===== src/inc/sfr_bank_pkg.sv =====
// constants, field positions and carriers of the nibble register bank
package sfr_bank_pkg;
  localparam int ADDR_W = 6;
  localparam int NIB_W  = 4;
  localparam int PAGE_W = 3;
  localparam int WIN_W  = 5;
  localparam int SRAM_DEPTH = 256;
  localparam int SAMPLE_W   = 12;

  localparam logic [5:0] A_STATUS     = 6'h00;
  localparam logic [5:0] A_CE_DIR     = 6'h01;
  localparam logic [5:0] A_PA_DIR     = 6'h02;
  localparam logic [5:0] A_PA_VAL     = 6'h03;
  localparam logic [5:0] A_PC_VAL     = 6'h04;
  localparam logic [5:0] A_PB_DIR     = 6'h05;
  localparam logic [5:0] A_PB_VAL     = 6'h06;
  localparam logic [5:0] A_SCRATCH_A  = 6'h07;
  localparam logic [5:0] A_SMP_EXTRA  = 6'h08;
  localparam logic [5:0] A_PWM_CTRL   = 6'h09;
  localparam logic [5:0] A_SMP_LOW    = 6'h0A;
  localparam logic [5:0] A_SMP_HIGH   = 6'h0B;
  localparam logic [5:0] A_PD_DIR     = 6'h0C;
  localparam logic [5:0] A_PD_VAL     = 6'h0D;
  localparam logic [5:0] A_PE_VAL     = 6'h0E;
  localparam logic [5:0] A_SCRATCH_B  = 6'h0F;
  localparam logic [5:0] A_GAIN_TRIM  = 6'h10;
  localparam logic [5:0] A_GAIN_FMT   = 6'h11;
  localparam logic [5:0] A_WAKE       = 6'h12;
  localparam logic [5:0] A_BITOP_LAST = 6'h0F;
  localparam logic [5:0] A_SRAM_BASE  = 6'h20;

  localparam int B_PWM_IRQ   = 2;
  localparam int B_CARRY     = 1;
  localparam int B_ZERO      = 0;
  localparam int B_PWM_EN    = 0;
  localparam int B_GIRQ_EN   = 1;
  localparam int B_FMT       = 1;
  localparam int B_GAIN_EN   = 3;
  localparam int B_WAKE_FLAG = 3;
  localparam int B_WAKE_EN   = 0;
  localparam int GAIN_SEL_LSB = 2;
  localparam int TRIM_LSB     = 0;
  localparam int SENS_LSB     = 1;

  // writable bits; the rest are reserved and read zero, but 12H bit 3 reads the wake flag
  localparam logic [3:0] M_PWM_CTRL = 4'h3;
  localparam logic [3:0] M_GAIN_FMT = 4'hA;
  localparam logic [3:0] M_WAKE_CFG = 4'h7;
  localparam logic [3:0] NIB_RST    = 4'h0;
  localparam logic [2:0] PAGE_RST   = 3'h0;
  localparam logic [3:0] NIB_ONE    = 4'h1;

  typedef struct packed {
    logic       rd;
    logic       wr;
    logic       bit_op;
    logic       bit_set;
    logic       indirect;
    logic [1:0] bit_idx;
    logic [5:0] addr;
    logic [3:0] wdata;
  } nib_req_t;

  typedef struct packed {
    logic        pwm_en;
    logic        irq_en;
    logic        fmt_sign_mag;
    logic        gain_en;
    logic [1:0]  gain_sel;
    logic [1:0]  trim;
    logic        wake_en;
    logic [1:0]  wake_sens;
    logic        sample_sign;
    logic [11:0] sample;
  } audio_ctrl_t;
endpackage


===== src/core/sfr_sram_page_bank.sv =====
// special function registers, port latches and paged nibble sram of the core
// Overview of operation
// - 256 nibbles of sram, paged by a 3-bit page select register.
// - addresses 00H-1FH always reach the shared register block.
// - addresses 20H-3FH reach sram in the selected page, contents undefined.
// - bit set/clear only at 00H-0FH unless the access is indirect.
// - status: pwm irq flag bit 2, carry bit 1, zero bit 0.
// - port A, B, D direction registers reset 0000; 1 means output.
// - 01H directs combined C/E pins when that option is chosen.
// - port A, B, D data reads give pins, writes load latches.
// - port C data resets 0000 and drives output-only pins.
// - port E bidirectional or input-only by option; reads give pins.
// - 07H and 0FH are plain read/write scratch nibbles.
// - 09H bit 0 enables pwm, bit 1 enables global interrupt.
// - 0AH feeds sample bits 3:0, 5:2 or 7:4 by mode.
// - 0BH feeds sample bits 7:4, 9:6 or 11:8; top bit is sign.
// - 08H bits 3:2 feed sample bits 1:0 in ten-bit mode.
// - 10H holds record gain select 3:2 and oscillator trim 1:0.
// - 11H bit 3 record gain enable, bit 1 sample format.
// - 12H bit 0 wake enable; bit 3 set by speaker wake, cleared by software.
// - 12H bits 2:1 choose wake sensitivity level 1 to 4.
module sfr_sram_page_bank #(
  parameter int DEPTH = sfr_bank_pkg::SRAM_DEPTH
) (
  input  wire logic                     core_clk_in,
  input  wire logic                     sys_rst_in,
  input  wire sfr_bank_pkg::nib_req_t   req_in,
  input  wire logic                     page_load_in,
  input  wire logic [2:0]               page_value_in,
  input  wire logic                     flag_load_in,
  input  wire logic                     carry_in,
  input  wire logic                     zero_in,
  input  wire logic                     pwm_irq_event_in,
  input  wire logic                     speaker_wake_event_in,
  input  wire logic [3:0]               pa_pins_in,
  input  wire logic [3:0]               pb_pins_in,
  input  wire logic [3:0]               pd_pins_in,
  input  wire logic [3:0]               pe_pins_in,
  input  wire logic                     port_ce_bidir_option_in,
  input  wire logic                     port_e_bidir_option_in,
  input  wire logic                     ten_bit_option_in,
  input  wire logic                     twelve_bit_option_in,
  input  wire logic                     trim_option_in,
  output logic [3:0]                    rdata_out,
  output logic                          rdata_valid_out,
  output logic                          bitop_refused_out,
  output logic [2:0]                    sram_page_select_out,
  output logic [3:0]                    status_flags_out,
  output logic [3:0]                    pa_out,
  output logic [3:0]                    pa_oe_out,
  output logic [3:0]                    pb_out,
  output logic [3:0]                    pb_oe_out,
  output logic [3:0]                    pd_out,
  output logic [3:0]                    pd_oe_out,
  output logic [3:0]                    pc_out,
  output logic [3:0]                    pe_out,
  output logic [3:0]                    pe_oe_out,
  output sfr_bank_pkg::audio_ctrl_t     audio_ctrl_out
);
  localparam int SYNC_W = 21;

  logic [3:0]  mem [DEPTH];
  logic [SYNC_W-1:0] sync_meta;
  logic [SYNC_W-1:0] sync_pins;
  logic [2:0]  sram_page_select;
  logic [3:0]  status_flags;
  logic [3:0]  port_ce_direction;
  logic [3:0]  port_a_direction;
  logic [3:0]  port_b_direction;
  logic [3:0]  port_d_direction;
  logic [3:0]  port_a_value;
  logic [3:0]  port_b_value;
  logic [3:0]  port_c_value;
  logic [3:0]  port_d_value;
  logic [3:0]  port_e_value;
  logic [3:0]  scratch_nibble_a;
  logic [3:0]  scratch_nibble_b;
  logic [3:0]  sample_extra_bits;
  logic [3:0]  sample_low_nibble;
  logic [3:0]  sample_high_nibble;
  logic [3:0]  pwm_irq_control;
  logic [3:0]  gain_and_trim;
  logic [3:0]  gain_format_control;
  logic [3:0]  speaker_wake_control;
  logic [3:0]  store_view;
  logic [3:0]  rd_view;
  logic [3:0]  rdata;
  logic        rdata_valid;
  logic        bitop_refused;

  // pins and option straps come from outside the clock domain
  always_ff @(posedge core_clk_in or posedge sys_rst_in) begin
    if (sys_rst_in) begin
      sync_meta <= '0;
      sync_pins <= '0;
    end else begin
      sync_meta <= {trim_option_in, twelve_bit_option_in, ten_bit_option_in,
                    port_e_bidir_option_in, port_ce_bidir_option_in,
                    pe_pins_in, pd_pins_in, pb_pins_in, pa_pins_in};
      sync_pins <= sync_meta;
    end
  end

  wire [3:0] pa_sync     = sync_pins[3:0];
  wire [3:0] pb_sync     = sync_pins[7:4];
  wire [3:0] pd_sync     = sync_pins[11:8];
  wire [3:0] pe_sync     = sync_pins[15:12];
  wire       ce_bidir    = sync_pins[16];
  wire       e_bidir     = sync_pins[17];
  wire       ten_mode    = sync_pins[18];
  wire       twelve_mode = sync_pins[19];
  wire       trim_on     = sync_pins[20];

  wire [5:0] addr    = req_in.addr;
  wire       in_sram = addr >= sfr_bank_pkg::A_SRAM_BASE;
  wire [7:0] sram_idx = {sram_page_select, addr[sfr_bank_pkg::WIN_W-1:0]};
  wire       bit_ok  = req_in.bit_op &
                       (req_in.indirect | (addr <= sfr_bank_pkg::A_BITOP_LAST));
  wire       bit_bad = req_in.bit_op & ~bit_ok;
  wire       wr_eff  = req_in.wr | bit_ok;
  wire [3:0] bit_mask = 4'(sfr_bank_pkg::NIB_ONE << req_in.bit_idx);
  // bit ops read-modify-write the latch, never the pins
  wire [3:0] bit_val = req_in.bit_set ? (store_view | bit_mask) : (store_view & ~bit_mask);
  wire [3:0] wval    = req_in.bit_op ? bit_val : req_in.wdata;
  wire       sfr_wr  = wr_eff & ~in_sram;

  wire wr_status = sfr_wr & (addr == sfr_bank_pkg::A_STATUS);
  wire wr_ce_dir = sfr_wr & (addr == sfr_bank_pkg::A_CE_DIR);
  wire wr_pa_dir = sfr_wr & (addr == sfr_bank_pkg::A_PA_DIR);
  wire wr_pa_val = sfr_wr & (addr == sfr_bank_pkg::A_PA_VAL);
  wire wr_pc_val = sfr_wr & (addr == sfr_bank_pkg::A_PC_VAL);
  wire wr_pb_dir = sfr_wr & (addr == sfr_bank_pkg::A_PB_DIR);
  wire wr_pb_val = sfr_wr & (addr == sfr_bank_pkg::A_PB_VAL);
  wire wr_scr_a  = sfr_wr & (addr == sfr_bank_pkg::A_SCRATCH_A);
  wire wr_smp_x  = sfr_wr & (addr == sfr_bank_pkg::A_SMP_EXTRA);
  wire wr_pwm    = sfr_wr & (addr == sfr_bank_pkg::A_PWM_CTRL);
  wire wr_smp_l  = sfr_wr & (addr == sfr_bank_pkg::A_SMP_LOW);
  wire wr_smp_h  = sfr_wr & (addr == sfr_bank_pkg::A_SMP_HIGH);
  wire wr_pd_dir = sfr_wr & (addr == sfr_bank_pkg::A_PD_DIR);
  wire wr_pd_val = sfr_wr & (addr == sfr_bank_pkg::A_PD_VAL);
  wire wr_pe_val = sfr_wr & (addr == sfr_bank_pkg::A_PE_VAL);
  wire wr_scr_b  = sfr_wr & (addr == sfr_bank_pkg::A_SCRATCH_B);
  wire wr_gtrim  = sfr_wr & (addr == sfr_bank_pkg::A_GAIN_TRIM);
  wire wr_gfmt   = sfr_wr & (addr == sfr_bank_pkg::A_GAIN_FMT);
  wire wr_wake   = sfr_wr & (addr == sfr_bank_pkg::A_WAKE);

  // the pwm irq event wins over a clearing write in the same cycle; a status write wins over a carry/zero flag load
  wire next_pwm_irq = pwm_irq_event_in |
                      (wr_status ? wval[sfr_bank_pkg::B_PWM_IRQ]
                                 : status_flags[sfr_bank_pkg::B_PWM_IRQ]);
  wire next_carry   = wr_status ? wval[sfr_bank_pkg::B_CARRY] :
                      flag_load_in ? carry_in : status_flags[sfr_bank_pkg::B_CARRY];
  wire next_zero    = wr_status ? wval[sfr_bank_pkg::B_ZERO] :
                      flag_load_in ? zero_in : status_flags[sfr_bank_pkg::B_ZERO];
  wire [3:0] next_status = {1'b0, next_pwm_irq, next_carry, next_zero};

  wire wake_hit       = speaker_wake_event_in &
                        speaker_wake_control[sfr_bank_pkg::B_WAKE_EN];
  // software can only clear the wake flag; writing 1 leaves it as is
  wire next_wake_flag = wake_hit | (speaker_wake_control[sfr_bank_pkg::B_WAKE_FLAG] &
                        ~(wr_wake & ~wval[sfr_bank_pkg::B_WAKE_FLAG]));
  wire [3:0] next_wake_cfg = wr_wake ? (wval & sfr_bank_pkg::M_WAKE_CFG)
                                     : (speaker_wake_control & sfr_bank_pkg::M_WAKE_CFG);

  always_ff @(posedge core_clk_in or posedge sys_rst_in) begin
    if (sys_rst_in) begin
      sram_page_select     <= sfr_bank_pkg::PAGE_RST;
      status_flags         <= sfr_bank_pkg::NIB_RST;
      speaker_wake_control <= sfr_bank_pkg::NIB_RST;
    end else begin
      if (page_load_in) begin
        sram_page_select <= page_value_in;
      end
      status_flags         <= next_status;
      speaker_wake_control <= {next_wake_flag, next_wake_cfg[2:0]};
    end
  end

  // registers with a documented reset value
  always_ff @(posedge core_clk_in or posedge sys_rst_in) begin
    if (sys_rst_in) begin
      port_ce_direction   <= sfr_bank_pkg::NIB_RST;
      port_a_direction    <= sfr_bank_pkg::NIB_RST;
      port_b_direction    <= sfr_bank_pkg::NIB_RST;
      port_d_direction    <= sfr_bank_pkg::NIB_RST;
      port_c_value        <= sfr_bank_pkg::NIB_RST;
      gain_and_trim       <= sfr_bank_pkg::NIB_RST;
      gain_format_control <= sfr_bank_pkg::NIB_RST;
      pwm_irq_control     <= sfr_bank_pkg::NIB_RST;
    end else begin
      if (wr_ce_dir) port_ce_direction <= wval;
      if (wr_pa_dir) port_a_direction  <= wval;
      if (wr_pb_dir) port_b_direction  <= wval;
      if (wr_pd_dir) port_d_direction  <= wval;
      if (wr_pc_val) port_c_value      <= wval;
      if (wr_gtrim)  gain_and_trim     <= wval;
      if (wr_gfmt)   gain_format_control <= wval & sfr_bank_pkg::M_GAIN_FMT;
      if (wr_pwm)    pwm_irq_control   <= wval & sfr_bank_pkg::M_PWM_CTRL;
    end
  end

  // documented as unknown at reset; cleared anyway so outputs stay defined
  always_ff @(posedge core_clk_in or posedge sys_rst_in) begin
    if (sys_rst_in) begin
      port_a_value       <= sfr_bank_pkg::NIB_RST;
      port_b_value       <= sfr_bank_pkg::NIB_RST;
      port_d_value       <= sfr_bank_pkg::NIB_RST;
      port_e_value       <= sfr_bank_pkg::NIB_RST;
      scratch_nibble_a   <= sfr_bank_pkg::NIB_RST;
      scratch_nibble_b   <= sfr_bank_pkg::NIB_RST;
      sample_extra_bits  <= sfr_bank_pkg::NIB_RST;
      sample_low_nibble  <= sfr_bank_pkg::NIB_RST;
      sample_high_nibble <= sfr_bank_pkg::NIB_RST;
    end else begin
      if (wr_pa_val) port_a_value       <= wval;
      if (wr_pb_val) port_b_value       <= wval;
      if (wr_pd_val) port_d_value       <= wval;
      if (wr_pe_val) port_e_value       <= wval;
      if (wr_scr_a)  scratch_nibble_a   <= wval;
      if (wr_scr_b)  scratch_nibble_b   <= wval;
      if (wr_smp_x)  sample_extra_bits  <= wval;
      if (wr_smp_l)  sample_low_nibble  <= wval;
      if (wr_smp_h)  sample_high_nibble <= wval;
    end
  end

  // sram has no reset: its contents are undefined until written
  always_ff @(posedge core_clk_in) begin
    if (wr_eff & in_sram) begin
      mem[sram_idx] <= wval;
    end
  end

  // latch view feeds bit ops; write-only registers keep their latch here
  always_comb begin
    store_view = sfr_bank_pkg::NIB_RST;
    if (in_sram) begin
      store_view = mem[sram_idx];
    end else begin
      case (addr)
        sfr_bank_pkg::A_STATUS:    store_view = status_flags;
        sfr_bank_pkg::A_CE_DIR:    store_view = port_ce_direction;
        sfr_bank_pkg::A_PA_DIR:    store_view = port_a_direction;
        sfr_bank_pkg::A_PA_VAL:    store_view = port_a_value;
        sfr_bank_pkg::A_PC_VAL:    store_view = port_c_value;
        sfr_bank_pkg::A_PB_DIR:    store_view = port_b_direction;
        sfr_bank_pkg::A_PB_VAL:    store_view = port_b_value;
        sfr_bank_pkg::A_SCRATCH_A: store_view = scratch_nibble_a;
        sfr_bank_pkg::A_SMP_EXTRA: store_view = sample_extra_bits;
        sfr_bank_pkg::A_PWM_CTRL:  store_view = pwm_irq_control;
        sfr_bank_pkg::A_SMP_LOW:   store_view = sample_low_nibble;
        sfr_bank_pkg::A_SMP_HIGH:  store_view = sample_high_nibble;
        sfr_bank_pkg::A_PD_DIR:    store_view = port_d_direction;
        sfr_bank_pkg::A_PD_VAL:    store_view = port_d_value;
        sfr_bank_pkg::A_PE_VAL:    store_view = port_e_value;
        sfr_bank_pkg::A_SCRATCH_B: store_view = scratch_nibble_b;
        sfr_bank_pkg::A_GAIN_TRIM: store_view = gain_and_trim;
        sfr_bank_pkg::A_GAIN_FMT:  store_view = gain_format_control;
        sfr_bank_pkg::A_WAKE:      store_view = speaker_wake_control;
        default:                   store_view = sfr_bank_pkg::NIB_RST;
      endcase
    end
  end

  wire rd_pins  = ~in_sram & ((addr == sfr_bank_pkg::A_PA_VAL) |
                  (addr == sfr_bank_pkg::A_PB_VAL) | (addr == sfr_bank_pkg::A_PD_VAL) |
                  (addr == sfr_bank_pkg::A_PE_VAL));
  wire rd_wonly = ~in_sram & ((addr == sfr_bank_pkg::A_SMP_EXTRA) |
                  (addr == sfr_bank_pkg::A_SMP_LOW) | (addr == sfr_bank_pkg::A_SMP_HIGH));
  wire [3:0] pin_view =
    (addr == sfr_bank_pkg::A_PA_VAL) ? pa_sync :
    (addr == sfr_bank_pkg::A_PB_VAL) ? pb_sync :
    (addr == sfr_bank_pkg::A_PD_VAL) ? pd_sync : pe_sync;
  assign rd_view = rd_wonly ? sfr_bank_pkg::NIB_RST : rd_pins ? pin_view : store_view;

  always_ff @(posedge core_clk_in or posedge sys_rst_in) begin
    if (sys_rst_in) begin
      rdata         <= sfr_bank_pkg::NIB_RST;
      rdata_valid   <= 1'b0;
      bitop_refused <= 1'b0;
    end else begin
      if (req_in.rd) rdata <= rd_view;
      rdata_valid   <= req_in.rd;
      bitop_refused <= bit_bad;
    end
  end

  wire [11:0] sample_word =
    twelve_mode ? {sample_high_nibble, sample_low_nibble, sample_extra_bits} :
    ten_mode    ? {2'b00, sample_high_nibble, sample_low_nibble, sample_extra_bits[3:2]} :
                  {4'h0, sample_high_nibble, sample_low_nibble};
  // sign is the top bit of the high nibble in every width
  wire ce_pins_bidir = ce_bidir | e_bidir;

  assign rdata_out            = rdata;
  assign rdata_valid_out      = rdata_valid;
  assign bitop_refused_out    = bitop_refused;
  assign sram_page_select_out = sram_page_select;
  assign status_flags_out     = status_flags;
  assign pa_out               = port_a_value;
  assign pa_oe_out            = port_a_direction;
  assign pb_out               = port_b_value;
  assign pb_oe_out            = port_b_direction;
  assign pd_out               = port_d_value;
  assign pd_oe_out            = port_d_direction;
  assign pc_out               = port_c_value;
  assign pe_out               = port_e_value;
  assign pe_oe_out            = ce_pins_bidir ? port_ce_direction : 4'h0;

  assign audio_ctrl_out.pwm_en       = pwm_irq_control[sfr_bank_pkg::B_PWM_EN];
  assign audio_ctrl_out.irq_en       = pwm_irq_control[sfr_bank_pkg::B_GIRQ_EN];
  assign audio_ctrl_out.fmt_sign_mag = gain_format_control[sfr_bank_pkg::B_FMT];
  assign audio_ctrl_out.gain_en      = gain_format_control[sfr_bank_pkg::B_GAIN_EN];
  assign audio_ctrl_out.gain_sel     = gain_and_trim[sfr_bank_pkg::GAIN_SEL_LSB +: 2];
  assign audio_ctrl_out.trim         = trim_on ? gain_and_trim[sfr_bank_pkg::TRIM_LSB +: 2]
                                               : 2'b00;
  assign audio_ctrl_out.wake_en      = speaker_wake_control[sfr_bank_pkg::B_WAKE_EN];
  assign audio_ctrl_out.wake_sens    = speaker_wake_control[sfr_bank_pkg::SENS_LSB +: 2];
  assign audio_ctrl_out.sample_sign  = sample_high_nibble[3];
  assign audio_ctrl_out.sample       = sample_word;

  property p_page_load;
    @(posedge core_clk_in) disable iff (sys_rst_in)
      page_load_in |=> sram_page_select_out == $past(page_value_in);
  endproperty
  a_page_load: assert property (p_page_load) else $error("page select not loaded");

  property p_sram_rw;
    @(posedge core_clk_in) disable iff (sys_rst_in)
      (req_in.wr & ~req_in.bit_op & in_sram & ~page_load_in) ##1
      (req_in.rd & ~wr_eff & (addr == $past(addr)))
      |=> rdata_out == $past(req_in.wdata, 2);
  endproperty
  a_sram_rw: assert property (p_sram_rw) else $error("sram readback mismatch");

  property p_bitop_refused;
    @(posedge core_clk_in) disable iff (sys_rst_in)
      (req_in.bit_op & ~req_in.indirect & ~req_in.wr & (addr == sfr_bank_pkg::A_GAIN_TRIM))
      |=> $stable(audio_ctrl_out.gain_sel) && $stable(audio_ctrl_out.trim) && bitop_refused_out;
  endproperty
  a_bitop_refused: assert property (p_bitop_refused) else $error("bit op not refused");

  property p_irq_flag_set;
    @(posedge core_clk_in) disable iff (sys_rst_in)
      pwm_irq_event_in |=> status_flags_out[sfr_bank_pkg::B_PWM_IRQ] && !status_flags_out[3];
  endproperty
  a_irq_flag_set: assert property (p_irq_flag_set) else $error("pwm irq flag lost");

  property p_dir_write;
    @(posedge core_clk_in) disable iff (sys_rst_in)
      (req_in.wr & ~req_in.bit_op & (addr == sfr_bank_pkg::A_PA_DIR))
      |=> pa_oe_out == $past(req_in.wdata);
  endproperty
  a_dir_write: assert property (p_dir_write) else $error("port A direction wrong");

  property p_pc_write;
    @(posedge core_clk_in) disable iff (sys_rst_in)
      (req_in.wr & ~req_in.bit_op & (addr == sfr_bank_pkg::A_PC_VAL))
      |=> pc_out == $past(req_in.wdata);
  endproperty
  a_pc_write: assert property (p_pc_write) else $error("port C latch wrong");

  property p_sample_high;
    @(posedge core_clk_in) disable iff (sys_rst_in)
      (req_in.wr & ~req_in.bit_op & (addr == sfr_bank_pkg::A_SMP_HIGH) & twelve_mode)
      ##1 twelve_mode |-> audio_ctrl_out.sample[11:8] == $past(req_in.wdata);
  endproperty
  a_sample_high: assert property (p_sample_high) else $error("sample high nibble wrong");

  property p_wake_flag;
    @(posedge core_clk_in) disable iff (sys_rst_in)
      (speaker_wake_event_in & audio_ctrl_out.wake_en) |=>
        speaker_wake_control[sfr_bank_pkg::B_WAKE_FLAG] ##1
        (speaker_wake_control[sfr_bank_pkg::B_WAKE_FLAG] | $past(wr_wake));
  endproperty
  a_wake_flag: assert property (p_wake_flag) else $error("speaker wake flag lost");

  property p_reserved_zero;
    @(posedge core_clk_in) disable iff (sys_rst_in)
      (req_in.rd & (addr == sfr_bank_pkg::A_PWM_CTRL)) |=> rdata_out[3:2] == 2'b00;
  endproperty
  a_reserved_zero: assert property (p_reserved_zero) else $error("reserved bits nonzero");
endmodule


===== config.mk =====
export PLATFORM = sky130hd
export DESIGN_NAME = sfr_sram_page_bank
export DESIGN_NICKNAME = d
export VERILOG_FILES = /design/src/inc/sfr_bank_pkg.sv /design/src/core/sfr_sram_page_bank.sv
export SDC_FILE = /design/constraint.sdc
export NUM_CORES = 1
export LEC_CHECK = 0
export BUFFER_PORTS_ARGS = -buffer_cell sky130_fd_sc_hd__buf_4
export CORE_UTILIZATION = 52
export CTS_CLUSTER_SIZE = 12
export DETAILED_ROUTE_END_ITERATION = 16
export GPL_ROUTABILITY_DRIVEN = 0
export PLACE_DENSITY = 0.79
export SLEW_MARGIN = 20
export SYNTH_ARGS = -nofsm -noshare
export SYNTH_HDL_FRONTEND = slang
export SYNTH_SLANG_ARGS = --single-unit

===== constraint.sdc =====
create_clock -name core_clk_in -period 6.65 [get_ports core_clk_in]
set_input_delay 0.3325 -clock core_clk_in [delete_from_list [all_inputs] [get_ports core_clk_in]]
set_output_delay 0.3325 -clock core_clk_in [all_outputs]
set_load 0.05 [all_outputs]

==> results.ini <==
[run_status]
outcome = completed

[critical_path]
cp_max_fo = 151
critPathLaunchType = flip-flop
r2r_start = sram_page_select_out[0]
worstSetupEndpointType = flip-flop
crit_type = reg2reg
cp-startpoint = sram_page_select_out[0]
worstPathRequired_ps = 7030
crit_arrival_ps = 6060

[place]
hpwl_um = 75300
port_buffers = 120

[clock_tree]
clk_latency_ps = 690
cts_max_level = 3
cts-root-buf = clkbuf_16
path_clk_slew_ps = 60
numClockSinks = 1146
cts_hold_buf = 31
cts.path.max_buffers = 3
cts_inserted_buffers = 110
cts_tree = built
post-cts-setup-buffers = 0
postCtsResizedCells = 0

[layout]
largest_register_ffs = 1024
largest-register = mem
diodes = 0
top_regs = mem x1024, sync_meta x21, sync_pins x21
final_util_pct = 59.2
fin_nets = 2801
layout-drive-gt1-share_pct = 21.8
syn_to_final_growth_pct = 12.3

[global_route]
antenna_found_initial = 0
grt_pass1_wl_um = 176000
grt_remaining_overflow = 0
grt_pass1_vias = 26300
grt_usage_pct = 26.9
grt_max_degree = 167

[synthesis]
syn_area_per_cell_um2 = 17.8
synthesis.nets = 2626
netlist_area_mm2 = 0.0460
synth_warnings = 0
netlist-cell-type-count = 74
ys_seq_elements = 1146
ys_seq_area_share_pct = 73.5
synth_async_sr_flop_share_pct = 10.6
postSynthCellCount = 2577
synth_flop_cell = edfxtp_1
synth-edff-count = 1024

[power_and_ir_drop]
powerDensity_mw_per_mm2 = 294
ir_drop_mv = 0.235
p_leak_nw = 17.1
p_total_mw = 15.2

[min_path]
min_from = req_in[12]
min_path_type = in2reg

[die]
io_pins = 122
core_region_area_mm2 = 0.0872
die_area_mm2 = 0.0896
die_x_um = 299
die_h_um = 299
num_rows = 108
start_util_pct = 52.7

[run]
cap_viol_max_count = 0

[detailed_routing]
viasPerCell = 6.66
drc = 0
ant_nets = 0
firstDrtPassIters = 8
wl_per_cell_um = 30.4
vias = 26400
drt_first_iter_violations = 3943
wl_um = 121000

[timing]
fin_crit_ps = 5680
skew_ps = 28.9
slew-limit-headroom_pct = 19.6
holdWs_ps = 48.1
setup_tns_ps = 0
period_share_pct = 85.4
finalSetupViolations = 0
worst_pin_slew_ps = 1190
hold_violations = 0
maxSlewViolCount = 0
max_freq_mhz = 176
rsz0062_at_grt = false

## report_power, final
group          switching (mW)  leakage [nW]  internal, mW  total (mW)
clock                    2.52          1.50          3.04        5.57
combinational            1.02          4.77         0.435        1.45
sequential              0.103          10.8          8.07        8.18
## metal layers
layer / part of all wire, % / up-vias / global-route usage (%)
met3: 14 / 383 / 7.54
met2: 46 / 2132 / 41.4
met1: 35 / 13200 / 36.6
met5: 0 / - / 0
met4: 4.6 / 0 / 10.7
li1: - / 10600 / -
## final timing paths
kind,to,slack (ps),cells after the start
max in group asynchronous,pd_oe_out[1],4990,4
hold reg to reg,sync_pins[13],350,0
setup reg to reg,mem[124][2],970,10
setup / recovery,mem[124][2],970,10
hold / removal,bitop_refused_out,50,3
min in group asynchronous,sync_meta[7],390,3
## cells in the mapped netlist (11+ instances only)
cell type / n / area [um^2]
mux2i_1: 135 / 1350
buf_6: 14 / 158
edfxtp_1: 1024 / 30700
nor2_1: 294 / 1100
a21oi_1: 19 / 95.1
buf_1: 13 / 48.8
o21ai_0: 68 / 340
mux4_2: 212 / 4770
buf_4: 22 / 165
inv_1: 11 / 41.3
o22ai_1: 29 / 181
a22oi_1: 55 / 413
clkbuf_1: 71 / 267
dfrtp_1: 122 / 3050
a221oi_1: 16 / 140
nand2b_1: 14 / 87.6
buf_2: 45 / 225
nor2b_1: 19 / 119
nand3_1: 38 / 190
nand2_1: 133 / 499
mux2_2: 48 / 541
## cells in the final DEF (no fill, tap or decap), drive strengths merged, types with 11 or more instances in the layout
| cell | synthesis | layout |
|---|---|---|
| a221oi | 17 | 17 |
| nor2 | 295 | 295 |
| dlygate4sd3 | 0 | 31 |
| a21oi | 19 | 19 |
| nor2b | 19 | 19 |
| a31oi | 11 | 11 |
| o22ai | 29 | 29 |
| mux4 | 214 | 214 |
| buf | 95 | 198 |
| nand2 | 133 | 133 |
| nand2b | 14 | 14 |
| dfrtp | 122 | 122 |
| nand3 | 38 | 38 |
| inv | 11 | 15 |
| edfxtp | 1024 | 1024 |
| o21ai | 70 | 70 |
| mux2i | 135 | 135 |
| mux2 | 48 | 48 |
| clkbuf | 71 | 142 |
| a22oi | 55 | 55 |
| clkinv | 2 | 19 |
| a211oi | 11 | 11 |
## critical path, cell delays in order, from the launching register on
cell and delay [ps]:
dfrtp_1 590, buf_12 290, nor4bb_1 710, a22oi_1 210
o22ai_1 660, a32oi_1 280, o2111ai_1 260, or4_1 340
a31oi_4 290, inv_6 870, buf_4 690
## logic make-up (layout without fill, tap and decap cells)
family	Yosys count	after routing	synth area share, %
DFF	1146	1146	73.5
and+or+nand+nor	571	571	5.47
muxes	397	397	14.6
AOI/OAI and AO/OA	283	283	4.36
buffers and inverters	179	405	2.02
other	1	1	0.00816
## metrics by stage
step           instance area [um^2]  std cells  setup WS, ps
2_1_floorplan                 46000       2577           454
3_3_place_gp                  48200       3764           998
3_5_place_dp                  48200       3764           843
4_1_cts                       51600       3958          1180
5_1_grt                       51600       3958          1010
6_report                      51600       3958           972
## layout make-up
class | count | area [um^2]
clock buffer | 142 | 2910
clock inverter | 21 | 158
fill | 6009 | 35500
inverter | 13 | 61.3
multi-input combinational | 1252 | 11300
sequential | 1146 | 33800
tap | 1155 | 1450
timing repair buffer | 229 | 1950
No activity file was read; power rests on OpenSTA's default activity.
